$ cat src/hdl/link_rx_pkg.sv
package link_rx_pkg;
    localparam int unsigned LANES = 3;
    localparam int unsigned LANE_BITS = 7;
    localparam int unsigned WORD_BITS = LANES * LANE_BITS;
    localparam int unsigned REF_PERIOD_PS = 4000;
    localparam int unsigned PS_PER_US = 1000000;
    // lock range of the link clock
    localparam int unsigned LOCK_MIN_MHZ = 31;
    localparam int unsigned LOCK_MAX_MHZ = 68;
    // shortest period rounds up, longest rounds down
    localparam int unsigned MIN_PERIOD_CYC =
        (PS_PER_US + LOCK_MAX_MHZ * REF_PERIOD_PS - 1) /
        (LOCK_MAX_MHZ * REF_PERIOD_PS);
    localparam int unsigned MAX_PERIOD_CYC =
        PS_PER_US / (LOCK_MIN_MHZ * REF_PERIOD_PS);
    localparam int unsigned ENABLE_TIME_MS = 1;
    localparam int unsigned LOCK_CYCLES_DEF =
        ENABLE_TIME_MS * 1000 * PS_PER_US / REF_PERIOD_PS;
    localparam int unsigned DISABLE_TIME_NS = 400;
    localparam int unsigned DISABLE_CYCLES =
        DISABLE_TIME_NS * 1000 / REF_PERIOD_PS;
    localparam int unsigned FIFO_DEPTH_DEF = 16;
    localparam int unsigned PER_W = 8;
    localparam int unsigned ACC_W = 12;
    localparam int unsigned SLOT_W = 3;
    localparam int unsigned ACC_STEP = 2 * LANE_BITS;

    typedef struct packed {
        logic [LANES-1:0] pos;
        logic [LANES-1:0] neg;
    } lane_pins_t;

    typedef struct packed {
        logic [LANE_BITS-1:0] lane2;
        logic [LANE_BITS-1:0] lane1;
        logic [LANE_BITS-1:0] lane0;
    } word_t;
endpackage

$ cat src/hdl/word_fifo.sv
`timescale 1ns/1ps
`default_nettype none
module word_fifo #(
    parameter int unsigned WIDTH = 21,
    parameter int unsigned DEPTH = 16
) (
    input wire logic clk_in,
    input wire logic srst_in,
    input wire logic in_valid_in,
    output logic in_ready_out,
    input wire logic [WIDTH-1:0] in_data_in,
    output logic out_valid_out,
    input wire logic out_ready_in,
    output logic [WIDTH-1:0] out_data_out
);
    localparam int unsigned PTR_W = $clog2(DEPTH);

    logic [WIDTH-1:0] mem [DEPTH];
    logic [PTR_W-1:0] wr_ptr_reg, rd_ptr_reg, rd_ptr_next;
    logic [PTR_W:0] count_reg;
    logic [WIDTH-1:0] rd_data_reg;
    logic wr, rd;

    assign in_ready_out = count_reg != (PTR_W+1)'(DEPTH);
    assign out_valid_out = count_reg != '0;
    assign wr = in_valid_in & in_ready_out;
    assign rd = out_valid_out & out_ready_in;
    assign rd_ptr_next = rd ? rd_ptr_reg + 1'b1 : rd_ptr_reg;
    assign out_data_out = rd_data_reg;

    always_ff @(posedge clk_in) begin
        if (wr) begin
            mem[wr_ptr_reg] <= in_data_in;
        end
    end

    always_ff @(posedge clk_in) begin
        if (srst_in) begin
            wr_ptr_reg <= '0;
            rd_ptr_reg <= '0;
            count_reg <= '0;
        end else begin
            if (wr) begin
                wr_ptr_reg <= wr_ptr_reg + 1'b1;
            end
            rd_ptr_reg <= rd_ptr_next;
            count_reg <= count_reg + (PTR_W+1)'(wr) - (PTR_W+1)'(rd);
        end
    end

    // bypass the write into the head slot so data is never a cycle stale
    always_ff @(posedge clk_in) begin
        if (srst_in) begin
            rd_data_reg <= '0;
        end else if (wr && wr_ptr_reg == rd_ptr_next) begin
            rd_data_reg <= in_data_in;
        end else begin
            rd_data_reg <= mem[rd_ptr_next];
        end
    end

    a_fifo_no_overfill: assert property (@(posedge clk_in)
        disable iff (srst_in)
        !in_ready_out |=>
        count_reg == (PTR_W+1)'(DEPTH) - (PTR_W+1)'($past(rd)))
        else $error("fifo count moved past full");
endmodule
`default_nettype wire

$ cat src/hdl/link_deser_rx.sv
`timescale 1ns/1ps
`default_nettype none
// Summary of operation
// Three independent shift registers each turn one serial lane into 7 bits.
// Each lane is sampled seven times per link clock period.
// Once per link period the three groups leave together as one 21-bit word.
// A 7x sampling rate is derived from the link clock, with a word clock out.
// The word is stable at the falling edge of the word clock for capture.
// Shutdown low stops internal clocking and turns the line receivers off.
// Shutdown low clears the internal registers and the output word to zero; the fifo memory array keeps its contents.
// An undriven differential input reads as low, even when terminated.
// Lock is only held while the link clock is within the supported range.
// The transmitter keeps its mean link clock period inside the limits.
// After shutdown rises, valid data waits about 1 ms for lock.
// After shutdown falls, the off state is reached within about 400 ns.
// Lane 0 feeds the lowest seven outputs, first serial bit lowest.
// Each 7-bit group starts at a fixed phase of the link clock.
module link_deser_rx import link_rx_pkg::*; #(
    parameter int unsigned LOCK_CYCLES = LOCK_CYCLES_DEF,
    parameter int unsigned MIN_PERIOD = MIN_PERIOD_CYC,
    parameter int unsigned MAX_PERIOD = MAX_PERIOD_CYC,
    parameter int unsigned FIFO_DEPTH = FIFO_DEPTH_DEF
) (
    input wire logic ref_clk_in,
    input wire logic srst_in,
    input wire logic shutdown_clear_n_in,
    input wire logic link_clock_pos_in,
    input wire logic link_clock_neg_in,
    input wire lane_pins_t lanes_in,
    input wire logic hold_in,
    output var word_t parallel_word_out,
    output logic word_clock_out,
    output logic lvds_enable_out,
    output logic link_locked_out,
    output logic overrun_out
);
    localparam int unsigned LOCK_W = $clog2(LOCK_CYCLES + 1);
    localparam logic [PER_W-1:0] MIN_P = PER_W'(MIN_PERIOD);
    localparam logic [PER_W-1:0] MAX_P = PER_W'(MAX_PERIOD);
    localparam logic [SLOT_W-1:0] LAST_SLOT = SLOT_W'(LANE_BITS - 1);
    localparam logic [SLOT_W-1:0] END_SLOT = SLOT_W'(LANE_BITS);
    localparam logic [ACC_W-1:0] STEP = ACC_W'(ACC_STEP);
    localparam logic [ACC_W-1:0] ACC_CAP = ACC_W'(ACC_STEP * 255);
    localparam int DIS_CYC = DISABLE_CYCLES;

    logic sd_meta_reg, sd_sync_reg;
    logic clk_meta_reg, clk_sync_reg, clk_prev_reg;
    logic [LANES-1:0] lane_meta_reg, lane_sync_reg;
    logic clear, link_rise;
    logic [PER_W-1:0] per_cnt_reg, period_reg;
    logic per_ok_reg;
    logic [LOCK_W-1:0] lock_cnt_reg;
    logic locked_reg, frame_on_reg;
    logic [ACC_W-1:0] acc_reg, target_reg;
    logic [SLOT_W-1:0] slot_reg;
    logic sample_stb;
    logic [LANES-1:0][LANE_BITS-1:0] shift_reg, shift_next;
    logic push_valid, push_ready, pop_valid, pop_ready, pop;
    word_t push_data, pop_data, word_reg;
    logic wclk_reg, overrun_reg;
    logic [PER_W-1:0] half_cnt_reg;

    assign clear = srst_in | ~sd_sync_reg;
    // nothing moves once the clear is seen, even before the syncs reset
    assign link_rise = clk_sync_reg & ~clk_prev_reg & ~clear;

    always_ff @(posedge ref_clk_in) begin
        if (srst_in) begin
            sd_meta_reg <= 1'b0;
            sd_sync_reg <= 1'b0;
        end else begin
            sd_meta_reg <= shutdown_clear_n_in;
            sd_sync_reg <= sd_meta_reg;
        end
    end

    // receivers: held off while cleared, open pair (both low) reads as 0
    always_ff @(posedge ref_clk_in) begin
        if (clear) begin
            clk_meta_reg <= 1'b0;
            clk_sync_reg <= 1'b0;
            clk_prev_reg <= 1'b0;
            lane_meta_reg <= '0;
            lane_sync_reg <= '0;
        end else begin
            clk_meta_reg <= link_clock_pos_in & ~link_clock_neg_in;
            clk_sync_reg <= clk_meta_reg;
            clk_prev_reg <= clk_sync_reg;
            lane_meta_reg <= lanes_in.pos & ~lanes_in.neg;
            lane_sync_reg <= lane_meta_reg;
        end
    end

    // period of the link clock in reference cycles
    always_ff @(posedge ref_clk_in) begin
        if (clear) begin
            per_cnt_reg <= '0;
            period_reg <= '0;
            per_ok_reg <= 1'b0;
        end else if (link_rise) begin
            per_cnt_reg <= PER_W'(1);
            period_reg <= per_cnt_reg;
            per_ok_reg <= per_cnt_reg >= MIN_P && per_cnt_reg <= MAX_P;
        end else begin
            if (per_cnt_reg != '1) begin
                per_cnt_reg <= per_cnt_reg + 1'b1;
            end
            if (per_cnt_reg > MAX_P) begin
                per_ok_reg <= 1'b0;
            end
        end
    end

    // lock stands in for the synthesizer settling time
    always_ff @(posedge ref_clk_in) begin
        if (clear || !per_ok_reg) begin
            lock_cnt_reg <= '0;
            locked_reg <= 1'b0;
        end else if (lock_cnt_reg == LOCK_W'(LOCK_CYCLES)) begin
            locked_reg <= 1'b1;
        end else begin
            lock_cnt_reg <= lock_cnt_reg + 1'b1;
        end
    end

    // groups only start on a whole period, never mid-frame
    always_ff @(posedge ref_clk_in) begin
        if (clear || !locked_reg) begin
            frame_on_reg <= 1'b0;
        end else if (link_rise) begin
            frame_on_reg <= 1'b1;
        end
    end

    // 7x sampling: acc grows 14 per cycle, sample k when acc >= (2k+1)P,
    // i.e. mid-bit; needs a period of at least 14 reference cycles
    assign sample_stb = frame_on_reg && locked_reg && !clear && !link_rise &&
        slot_reg < END_SLOT && acc_reg >= target_reg;

    always_ff @(posedge ref_clk_in) begin
        if (clear) begin
            acc_reg <= '0;
            target_reg <= '0;
            slot_reg <= '0;
        end else if (link_rise) begin
            acc_reg <= STEP;
            target_reg <= ACC_W'(per_cnt_reg);
            slot_reg <= '0;
        end else begin
            if (acc_reg < ACC_CAP) begin
                acc_reg <= acc_reg + STEP;
            end
            if (sample_stb) begin
                target_reg <= target_reg + ACC_W'({period_reg, 1'b0});
                slot_reg <= slot_reg + 1'b1;
            end
        end
    end

    // first serial bit ends in bit 0 after seven shifts
    always_comb begin
        for (int i = 0; i < LANES; i++) begin
            shift_next[i] = {lane_sync_reg[i], shift_reg[i][LANE_BITS-1:1]};
        end
    end

    always_ff @(posedge ref_clk_in) begin
        if (clear) begin
            shift_reg <= '0;
        end else if (sample_stb) begin
            shift_reg <= shift_next;
        end
    end

    assign push_valid = sample_stb && slot_reg == LAST_SLOT;
    assign push_data = word_t'(shift_next);

    word_fifo #(
        .WIDTH(WORD_BITS),
        .DEPTH(FIFO_DEPTH)
    ) u_fifo (
        .clk_in(ref_clk_in),
        .srst_in(clear),
        .in_valid_in(push_valid),
        .in_ready_out(push_ready),
        .in_data_in(push_data),
        .out_valid_out(pop_valid),
        .out_ready_in(pop_ready),
        .out_data_out(pop_data)
    );

    // a full fifo cannot stall the serial line, so the word is lost
    always_ff @(posedge ref_clk_in) begin
        if (clear) begin
            overrun_reg <= 1'b0;
        end else begin
            overrun_reg <= push_valid & ~push_ready;
        end
    end

    assign pop_ready = frame_on_reg & link_rise & ~hold_in;
    assign pop = pop_valid & pop_ready;

    // word clock high for half a period, word changes only on its rise
    always_ff @(posedge ref_clk_in) begin
        if (clear) begin
            word_reg <= '0;
            wclk_reg <= 1'b0;
            half_cnt_reg <= '0;
        end else if (pop) begin
            word_reg <= pop_data;
            wclk_reg <= 1'b1;
            half_cnt_reg <= per_cnt_reg >> 1;
        end else if (half_cnt_reg != '0) begin
            half_cnt_reg <= half_cnt_reg - 1'b1;
            if (half_cnt_reg == PER_W'(1)) begin
                wclk_reg <= 1'b0;
            end
        end
    end

    assign parallel_word_out = word_reg;
    assign word_clock_out = wclk_reg;
    assign lvds_enable_out = sd_sync_reg;
    assign link_locked_out = locked_reg;
    assign overrun_out = overrun_reg;

    a_clear_word_zero: assert property (@(posedge ref_clk_in)
        disable iff (srst_in)
        !sd_sync_reg |=> parallel_word_out == '0 && !word_clock_out)
        else $error("output not cleared under shutdown");

    a_clear_shift_zero: assert property (@(posedge ref_clk_in)
        disable iff (srst_in)
        !sd_sync_reg |=> shift_reg == '0 && acc_reg == '0 && !pop_valid)
        else $error("internal state not cleared under shutdown");

    a_off_no_clocking: assert property (@(posedge ref_clk_in)
        disable iff (srst_in)
        !sd_sync_reg |-> !sample_stb && !pop && !link_rise)
        else $error("internal clocking active under shutdown");

    a_disable_time: assert property (@(posedge ref_clk_in)
        disable iff (srst_in)
        $fell(shutdown_clear_n_in) ##1 !shutdown_clear_n_in[*3]
        |-> ##[0:DIS_CYC] !lvds_enable_out)
        else $error("receivers not off in time");

    a_lock_gates_sample: assert property (@(posedge ref_clk_in)
        disable iff (srst_in)
        !link_locked_out |-> !sample_stb ##1 !push_valid)
        else $error("sampling before lock");

    a_range_lock: assert property (@(posedge ref_clk_in)
        disable iff (srst_in)
        link_rise && (per_cnt_reg < MIN_P || per_cnt_reg > MAX_P)
        |=> !per_ok_reg ##1 !link_locked_out)
        else $error("lock held on out of range clock");

    a_seven_slots: assert property (@(posedge ref_clk_in)
        disable iff (srst_in)
        sample_stb && slot_reg == LAST_SLOT |=>
        !sample_stb && slot_reg == END_SLOT)
        else $error("more than seven samples in a period");

    a_overrun_pulse: assert property (@(posedge ref_clk_in)
        disable iff (srst_in)
        push_valid && !push_ready |=> overrun_out)
        else $error("dropped word not flagged");

    a_word_launch: assert property (@(posedge ref_clk_in)
        disable iff (srst_in)
        pop |=> word_clock_out && parallel_word_out == $past(pop_data))
        else $error("word and word clock not launched together");

    a_slot_align: assert property (@(posedge ref_clk_in)
        disable iff (srst_in)
        link_rise |=> slot_reg == '0 && acc_reg == STEP)
        else $error("group not aligned to link clock rise");

    a_lane_shift: assert property (@(posedge ref_clk_in)
        disable iff (srst_in)
        sample_stb |=> shift_reg[1][LANE_BITS-1] == $past(lane_sync_reg[1])
        && shift_reg[0][LANE_BITS-2:0] == $past(shift_reg[0][LANE_BITS-1:1]))
        else $error("lane shift register wrong");

    a_word_per_rise: assert property (@(posedge ref_clk_in)
        disable iff (srst_in)
        $rose(word_clock_out) |-> $past(link_rise) && $past(frame_on_reg))
        else $error("word issued off the link clock rise");

    a_word_at_fall: assert property (@(posedge ref_clk_in)
        disable iff (srst_in)
        $fell(word_clock_out) |-> $stable(parallel_word_out)
        ##1 $stable(parallel_word_out))
        else $error("word moved around word clock fall");

    a_open_reads_low: assert property (@(posedge ref_clk_in)
        disable iff (srst_in)
        (lanes_in.pos == '0 && lanes_in.neg == '0) [*3]
        |-> lane_sync_reg == '0)
        else $error("open lane did not read low");
endmodule
`default_nettype wire

$ cat config.mk
export PLATFORM = sky130hd
export DESIGN_NAME = link_deser_rx
export DESIGN_NICKNAME = d
export VERILOG_FILES = /design/src/hdl/link_rx_pkg.sv /design/src/hdl/word_fifo.sv /design/src/hdl/link_deser_rx.sv
export SDC_FILE = /design/constraint.sdc
export NUM_CORES = 1
export LEC_CHECK = 0
export BUFFER_PORTS_ARGS = -buffer_cell sky130_fd_sc_hd__buf_2
export CORE_MARGIN = 5
export CORE_UTILIZATION = 55
export CTS_CLUSTER_DIAMETER = 60
export DETAILED_ROUTE_END_ITERATION = 12
export PLACE_DENSITY_LB_ADDON = 0.2
export SLEW_MARGIN = 20
export SYNTH_ARGS = -nofsm -noshare
export SYNTH_HDL_FRONTEND = slang
export SYNTH_SLANG_ARGS = --single-unit
$ cat constraint.sdc
create_clock -name ref_clk_in -period 6.4 [get_ports ref_clk_in]
set_input_delay 1.28 -clock ref_clk_in [delete_from_list [all_inputs] [get_ports ref_clk_in]]
set_output_delay 1.28 -clock ref_clk_in [all_outputs]
set_load 0.02 [all_outputs]
### Word level (Yosys, flattened, before mapping)

Memories as Yosys holds them, arrays and structs flattened. A register that Yosys moved wholly into a read port is not among the register bits.
Cells that the tools add are included.

| word-level totals | value |
|---|---|
| register bits after elaboration | 140 |
| RAM bits | 336 |
| input port bits | 12 |
| output and inout bits | 25 |
| word-level logic and storage cells | 111 |
| memories kept | 1 |

Memories:

| name | depth | width | read ports | clocked after Yosys merged registers in | wr ports | RTL line | RTL |
|---|---|---|---|---|---|---|---|
| u_fifo.mem | 16 | 21 | 1 | 1 | 1 | word_fifo.sv:18 | `logic [WIDTH-1:0] mem [DEPTH];` |

| cells by class | value |
|---|---|
| add/subtract/negate cells | 10 |
| $lt $le $gt $ge | 6 |
| eq/ne operators | 5 |
| multiplexer cells | 16 |
| bitwise logic cells | 17 |
| reductions and logical operators | 24 |

Operators by type and width:

| cell | count |
|---|---|
| $add A18 B1 Y18 const B | 1 |
| $eq A18 B18 Y1 const B | 1 |
| $mux W8 | 2 |
| $mux W7 | 2 |
| $add A12 B4 Y12 const B | 1 |
| $add A12 B9 Y12 | 1 |
| $ge A12 B12 Y1 | 1 |
| $lt A12 B12 Y1 const B | 1 |
| $mux W4 | 3 |
| $reduce_bool A2 Y1 | 6 |
| $mux W1 | 9 |
| $add A4 B1 Y4 const B | 2 |
| $add A8 B1 Y8 const B | 1 |
| $and A1 B1 Y1 | 8 |
| $eq A8 B1 Y1 const B | 1 |
| $ge A8 B3 Y1 const B | 1 |
| $gt A8 B4 Y1 const B | 1 |
| $le A8 B4 Y1 const B | 1 |
| $ne A8 B8 Y1 const B | 1 |
| $reduce_bool A8 Y1 | 1 |
| $sub A8 B1 Y8 const B | 1 |
| $logic_and A1 B1 Y1 | 7 |
| $not A1 Y1 | 6 |
| $add A5 B1 Y5 | 1 |
| 13 further kinds | 18 |

### Logic depth before layout (Yosys ltp)

| logic depth | value |
|---|---|
| depth after elaboration | 12 |
| mapped depth | 18 |
| mapped depth without buffers | 16 |

### Modules after synthesis

Synthesis repeated with hierarchy kept, for this count alone.

| unflattened totals | value |
|---|---|
| cells, all modules | 1862 |
| area, all modules | 22376.5 µm² |

Modules (own cells, without submodules):

| module | times used | cells an instance | area an instance (µm²) | sequential area each (µm²) |
|---|---|---|---|---|
| word_fifo | 1 | 1194 | 16751.1 | 10770.3 |
| link_deser_rx | 1 | 668 | 5625.4 | 2462.4 |

### Worst setup path after synthesis

Ideal clock, no wire load.

| timing path | value |
|---|---|
| kind | in2reg |
| start | in srst_in |
| end | mem u_fifo.mem[1][0], enable pin |
| library setup time | 0.425 ns |
| arrival | 4.300 ns |
| required time | 5.975 ns |
| slack | 1.674 ns |
| cell stages on the path | 8 |
| buffers on the path | 1 |
| path through | nor2b_1 -> nand2_1 -> a311oi_1 -> o211ai_1 -> nand2_1 -> clkbuf_1 -> nand3_1 -> nor3_1 |

| between the ends | value |
|---|---|
| longest elaborated chain between the ends | 11 |
| elaborated cells between the ends (all ways) | 13 |
| those cells by class | mux (2); bitwise (4); reduce/logical (7) |

Ends and longest elaborated chain:

| what | RTL line | RTL |
|---|---|---|
| start: declaration | link_deser_rx.sv:25 | `input wire logic srst_in,` |
| $or A1 B1 Y1 * | link_deser_rx.sv:63 | `assign clear = srst_in \| ~sd_sync_reg;` |
| $not A1 Y1 | link_deser_rx.sv:65 | `assign link_rise = clk_sync_reg & ~clk_prev_reg & ~clear;` |
| $and A1 B1 Y1 | link_deser_rx.sv:65 |  |
| $logic_not A1 Y1 | link_deser_rx.sv:137 | `assign sample_stb = frame_on_reg && locked_reg && !clear && !link_rise &&` |
| $logic_and A1 B1 Y1 * (2 in a row) | link_deser_rx.sv:137 |  |
| $logic_and A1 B1 Y1 * | link_deser_rx.sv:138 | `slot_reg < END_SLOT && acc_reg >= target_reg;` |
| $logic_and A1 B1 Y1 * | link_deser_rx.sv:175 | `assign push_valid = sample_stb && slot_reg == LAST_SLOT;` |
| $and A1 B1 Y1 * | word_fifo.sv:26 | `assign wr = in_valid_in & in_ready_out;` |
| $mux W1 * | word_fifo.sv:32 | `if (wr) begin` |
| $mux W1 (implied by the code) * | word_fifo.sv:33 | `mem[wr_ptr_reg] <= in_data_in;` |
| end: declaration | word_fifo.sv:18 |  |

Mark *: on every way between the ends. The rest lies on a longest branch, timed or not.

### Worst setup path after layout

| timing path | value |
|---|---|
| start | reg clk_prev_reg |
| end | reg u_fifo.rd_data_reg[17], in the netlist u_fifo.out_data_out[17] (read register of u_fifo.mem) |

| between the ends | value |
|---|---|
| longest elaborated chain between the ends | 7 |

Ends and longest elaborated chain:

| what | RTL line | RTL |
|---|---|---|
| start: declaration | link_deser_rx.sv:47 | `logic clk_meta_reg, clk_sync_reg, clk_prev_reg;` |
| start signal: assignment | link_deser_rx.sv:88 | `clk_prev_reg <= clk_sync_reg;` |
| $not A1 Y1 | link_deser_rx.sv:65 |  |
| $and A1 B1 Y1 (2 in a row) | link_deser_rx.sv:65 |  |
| $and A1 B1 Y1 (2 in a row) | link_deser_rx.sv:201 | `assign pop_ready = frame_on_reg & link_rise & ~hold_in;` |
| $and A1 B1 Y1 | word_fifo.sv:27 | `assign rd = out_valid_out & out_ready_in;` |
| $mux W4 | word_fifo.sv:28 | `assign rd_ptr_next = rd ? rd_ptr_reg + 1'b1 : rd_ptr_reg;` |
| end: declaration | word_fifo.sv:21 | `logic [WIDTH-1:0] rd_data_reg;` |

No other way between the ends.
A chain may end at the register's enable or synchronous reset.

==> results.json <==
{
  "outcome": "complete, no violations",
  "post-cts-setup-buffers": 0,
  "drt-initial-drc-count": 1513,
  "rsz0062_at_grt": "no",
  "crit_path_required_time_ps": 6800,
  "post_synth_fa_ha_maj_area_fraction_pct": 2.58,
  "synth-warning-count": 0,
  "cts_root_buf": "sky130_fd_sc_hd__clkbuf_16",
  "clock_transition_at_the_register_clock_pins_on_the_worst_setup_and_hold_paths_after_cts_ps": 60,
  "netlist_top_cells_area": "sky130_fd_sc_hd__edfxtp_1 (49%), sky130_fd_sc_hd__dfxtp_1 (15%), sky130_fd_sc_hd__o22ai_1 (4.6%)",
  "wl_met1_um": 20700,
  "place.gp.congestion": 0.819,
  "synth_xor_area_share_pct": 1.93,
  "placementRows": 70,
  "power_switching_w": 0.00119,
  "synthesis.instances": 1721,
  "layoutNonFillerInstCount": 2237,
  "synthesized_area_fraction_occupied_by_ao_oa_aoi_and_oai_cells_pct": 11.2,
  "drt_pass1_iterations": 5,
  "start_kind": "flop",
  "yosys.cell_types.count": 62,
  "grt_max_degree": 80,
  "drv_cap": 0,
  "numPortBuffers": 36,
  "via_per_inst": 6.41,
  "synth_seq_area_share_pct": 64.6,
  "totalWireLength_um": 51200,
  "num-nets-final": 1782,
  "arrival_ps": 5140,
  "syn_avg_cell_area_um2": 11.9,
  "cts_tree": "built",
  "number_of_flip_flops_in_the_largest_register": 336,
  "ir_worst_vdd_mv": 0.226,
  "seq_power_share_pct": 54.8,
  "clock_insertion_delay_worst_skew_ps": 570,
  "highest_metal_layer_with_signal_wires": "met4",
  "critPathKind": "flop to flop",
  "grt_usage_pct": 24.3,
  "intPower_w": 0.00495,
  "timing.final.hold_violations": 0,
  "fp.dieW_um": 203,
  "ctsResizeCount": 0,
  "die_area_mm2": 0.0412,
  "wire_length_of_the_first_global_routing_pass_um": 79100,
  "drv_slew": 0,
  "numPlacedInstances": 2147,
  "pwr-share-comb_pct": 0.4,
  "timing.final.setup_violations": 0,
  "remaining_drc_errors": 0,
  "dp_hpwl_um": 30600,
  "grt_remaining_overflow": 0,
  "p_leak_nw": 7.73,
  "min-delay-path-class": "flop to flop",
  "die-height_um": 203,
  "cts_buffers": 48,
  "ant_nets": 0,
  "synth-simple-area-share_pct": 13.6,
  "synth.net_count": 1774,
  "main_combinational_cell_family_by_area_after_synthesis": "simple AND/OR/NAND/NOR gates",
  "top_level_ports": 37,
  "final_layout_setup_total_negative_slack_ps": 0,
  "detailroute.wirelength.met3_um": 3410,
  "ys_ff_latch": 493,
  "finalCritPeriodShare_pct": 74.0,
  "max_clock_freq_mhz": 211,
  "pwr-share-clk_pct": 44.9,
  "share_of_cells_above_drive_strength_1_pct": 10.7,
  "areaGrowthSynthToFinish_pct": 10.8,
  "ys_async_sr_fraction_pct": 0,
  "switching_share_pct": 19.4,
  "worstMarginPinSlew_ps": 1090,
  "syn_area_mm2": 0.0205,
  "num_vias": 14300,
  "post_synth_mux_area_share_pct": 3.04,
  "synth_largest_type_area_fraction_pct": 49.2,
  "largest_register": "u_fifo.mem",
  "first_global_vias": 13600,
  "post_drt_wl_per_cell_um": 22.9,
  "holdBufCountCts": 0,
  "ctsLongestPathBuffers": 3,
  "synth_edf_count": 336,
  "grt_antenna_before_repair": 0,
  "primary_flip_flop_cell_chosen_by_synthesis_mapping": "sky130_fd_sc_hd__edfxtp_1",
  "critPathMaxFanout": 24,
  "met2WireLength_um": 25100,
  "critPathCaptureType": "flop",
  "antenna_cells_inserted": 0,
  "worst_clock_skew_ps": 14.6,
  "cts.htree.levels": 2,
  "power_density_mw_per_mm2": 271,
  "netlist.top_cell.by_area": "sky130_fd_sc_hd__edfxtp_1",
  "initial_utilization_pct": 55.8,
  "max_slew_margin_pct": 27.2,
  "fin_crit_ps": 4740,
  "clkSinkCount": 493,
  "core_area_mm2": 0.0367
}
## metrics by stage
stage          hold slack [ps]  util (%)  worst slack, ps  total power (W)  instance area, µm²
6_report                   446      61.9             1660          0.00614               22700
2_1_floorplan              406         -             1670          0.00345               20500
3_3_place_gp               427      57.6             1370          0.00345               21100
4_1_cts                    453      61.9             1700          0.00618               22700
3_5_place_dp               431      57.6             1230          0.00346               21100
5_1_grt                    464      61.9             1300          0.00633               22700
## critical path, stage by stage, from the launching register on
cell and delay, ps:
sky130_fd_sc_hd__dfxtp_1 360, sky130_fd_sc_hd__nand2b_1 720, sky130_fd_sc_hd__nand2_1 740, sky130_fd_sc_hd__a311oi_1 500
sky130_fd_sc_hd__o211ai_1 320, sky130_fd_sc_hd__a2111o_1 890, sky130_fd_sc_hd__nand2_1 790, sky130_fd_sc_hd__o221ai_1 250
## synthesized netlist by cell type, drive strengths merged, types with 17 or more instances
| library cell | n |
|---|---|
| inv | 43 |
| o21ai | 21 |
| nor4 | 67 |
| xnor2 | 17 |
| a21oi | 90 |
| a32oi | 38 |
| o211ai | 22 |
| ha | 39 |
| nand3 | 52 |
| dfxtp | 157 |
| nand4 | 46 |
| edfxtp | 336 |
| clkbuf | 81 |
| mux2i | 42 |
| buf | 31 |
| nand2 | 224 |
| o22ai | 152 |
| nor2 | 78 |
| nor3 | 54 |
| xor2 | 23 |
## metal layers
metal	up-vias	GRT usage, %
li1	6595	-
met1	7038	33.1
met2	602	40.6
met3	96	2.86
met4	0	9.40
met5	-	0
## power groups by stage
stage	logic, W	registers (W)	clock network [W]
after floorplan	0.0000132	0.00343	0
after global placement	0.0000217	0.00343	0
after detailed placement	0.0000223	0.00343	0
after CTS	0.0000224	0.00336	0.00280
after global routing	0.0000249	0.00336	0.00294
final	0.0000222	0.00336	0.00276
## cell usage in the layout (no fill, tap or decap), types with 7 or more instances in the layout
cell	n
sky130_fd_sc_hd__edfxtp_1	336
sky130_fd_sc_hd__nand2_1	221
sky130_fd_sc_hd__dfxtp_1	156
sky130_fd_sc_hd__o22ai_1	152
sky130_fd_sc_hd__a21oi_1	89
sky130_fd_sc_hd__nor2_1	66
sky130_fd_sc_hd__nor4_1	66
sky130_fd_sc_hd__nand3_1	51
sky130_fd_sc_hd__nor3_1	50
sky130_fd_sc_hd__clkbuf_16	50
sky130_fd_sc_hd__nand4_1	45
sky130_fd_sc_hd__inv_1	42
sky130_fd_sc_hd__mux2i_1	42
sky130_fd_sc_hd__ha_1	39
sky130_fd_sc_hd__a32oi_1	38
sky130_fd_sc_hd__buf_2	36
sky130_fd_sc_hd__buf_4	34
sky130_fd_sc_hd__o211ai_1	22
sky130_fd_sc_hd__xor2_1	21
sky130_fd_sc_hd__o21ai_0	19
sky130_fd_sc_hd__xnor2_1	16
sky130_fd_sc_hd__nor2_2	12
sky130_fd_sc_hd__nor2b_1	10
sky130_fd_sc_hd__clkinv_2	10
sky130_fd_sc_hd__and3_1	9
sky130_fd_sc_hd__clkinv_1	9
sky130_fd_sc_hd__and2_1	8
sky130_fd_sc_hd__clkbuf_1	8
sky130_fd_sc_hd__a31oi_1	7
sky130_fd_sc_hd__mux4_2	7
sky130_fd_sc_hd__a211oi_1	7
## final cells by class
type                       count  area (µm²)
tap                          468         586
inverter                      43         161
clock inverter                26         188
timing repair buffer          70         435
multi-input combinational   1073        6740
fill                        2881       14000
clock buffer                  64        1360
sequential                   493       13200
## logic make-up (layout without fill, tap and decap cells)
kind of cell	count (synthesis)	count (layout)
flip-flops	493	493
adder cells (fa/ha/maj)	41	41
AND/OR/NAND/NOR	577	577
multiplexers	53	53
buffers and inverters	155	203
XOR/XNOR	40	40
AO/OA/AOI/OAI	362	362
## worst paths after layout
kind | from | cells after the start | slack [ps] | end
setup reg to reg | clk_prev_reg | 7 | 1660 | u_fifo.out_data_out[17]
hold / removal | sd_meta_reg | 1 | 450 | lvds_enable_out
setup / recovery | clk_prev_reg | 7 | 1660 | u_fifo.out_data_out[17]
hold reg to reg | sd_meta_reg | 1 | 450 | lvds_enable_out
Note: power is estimated with default switching activity, not from simulation.
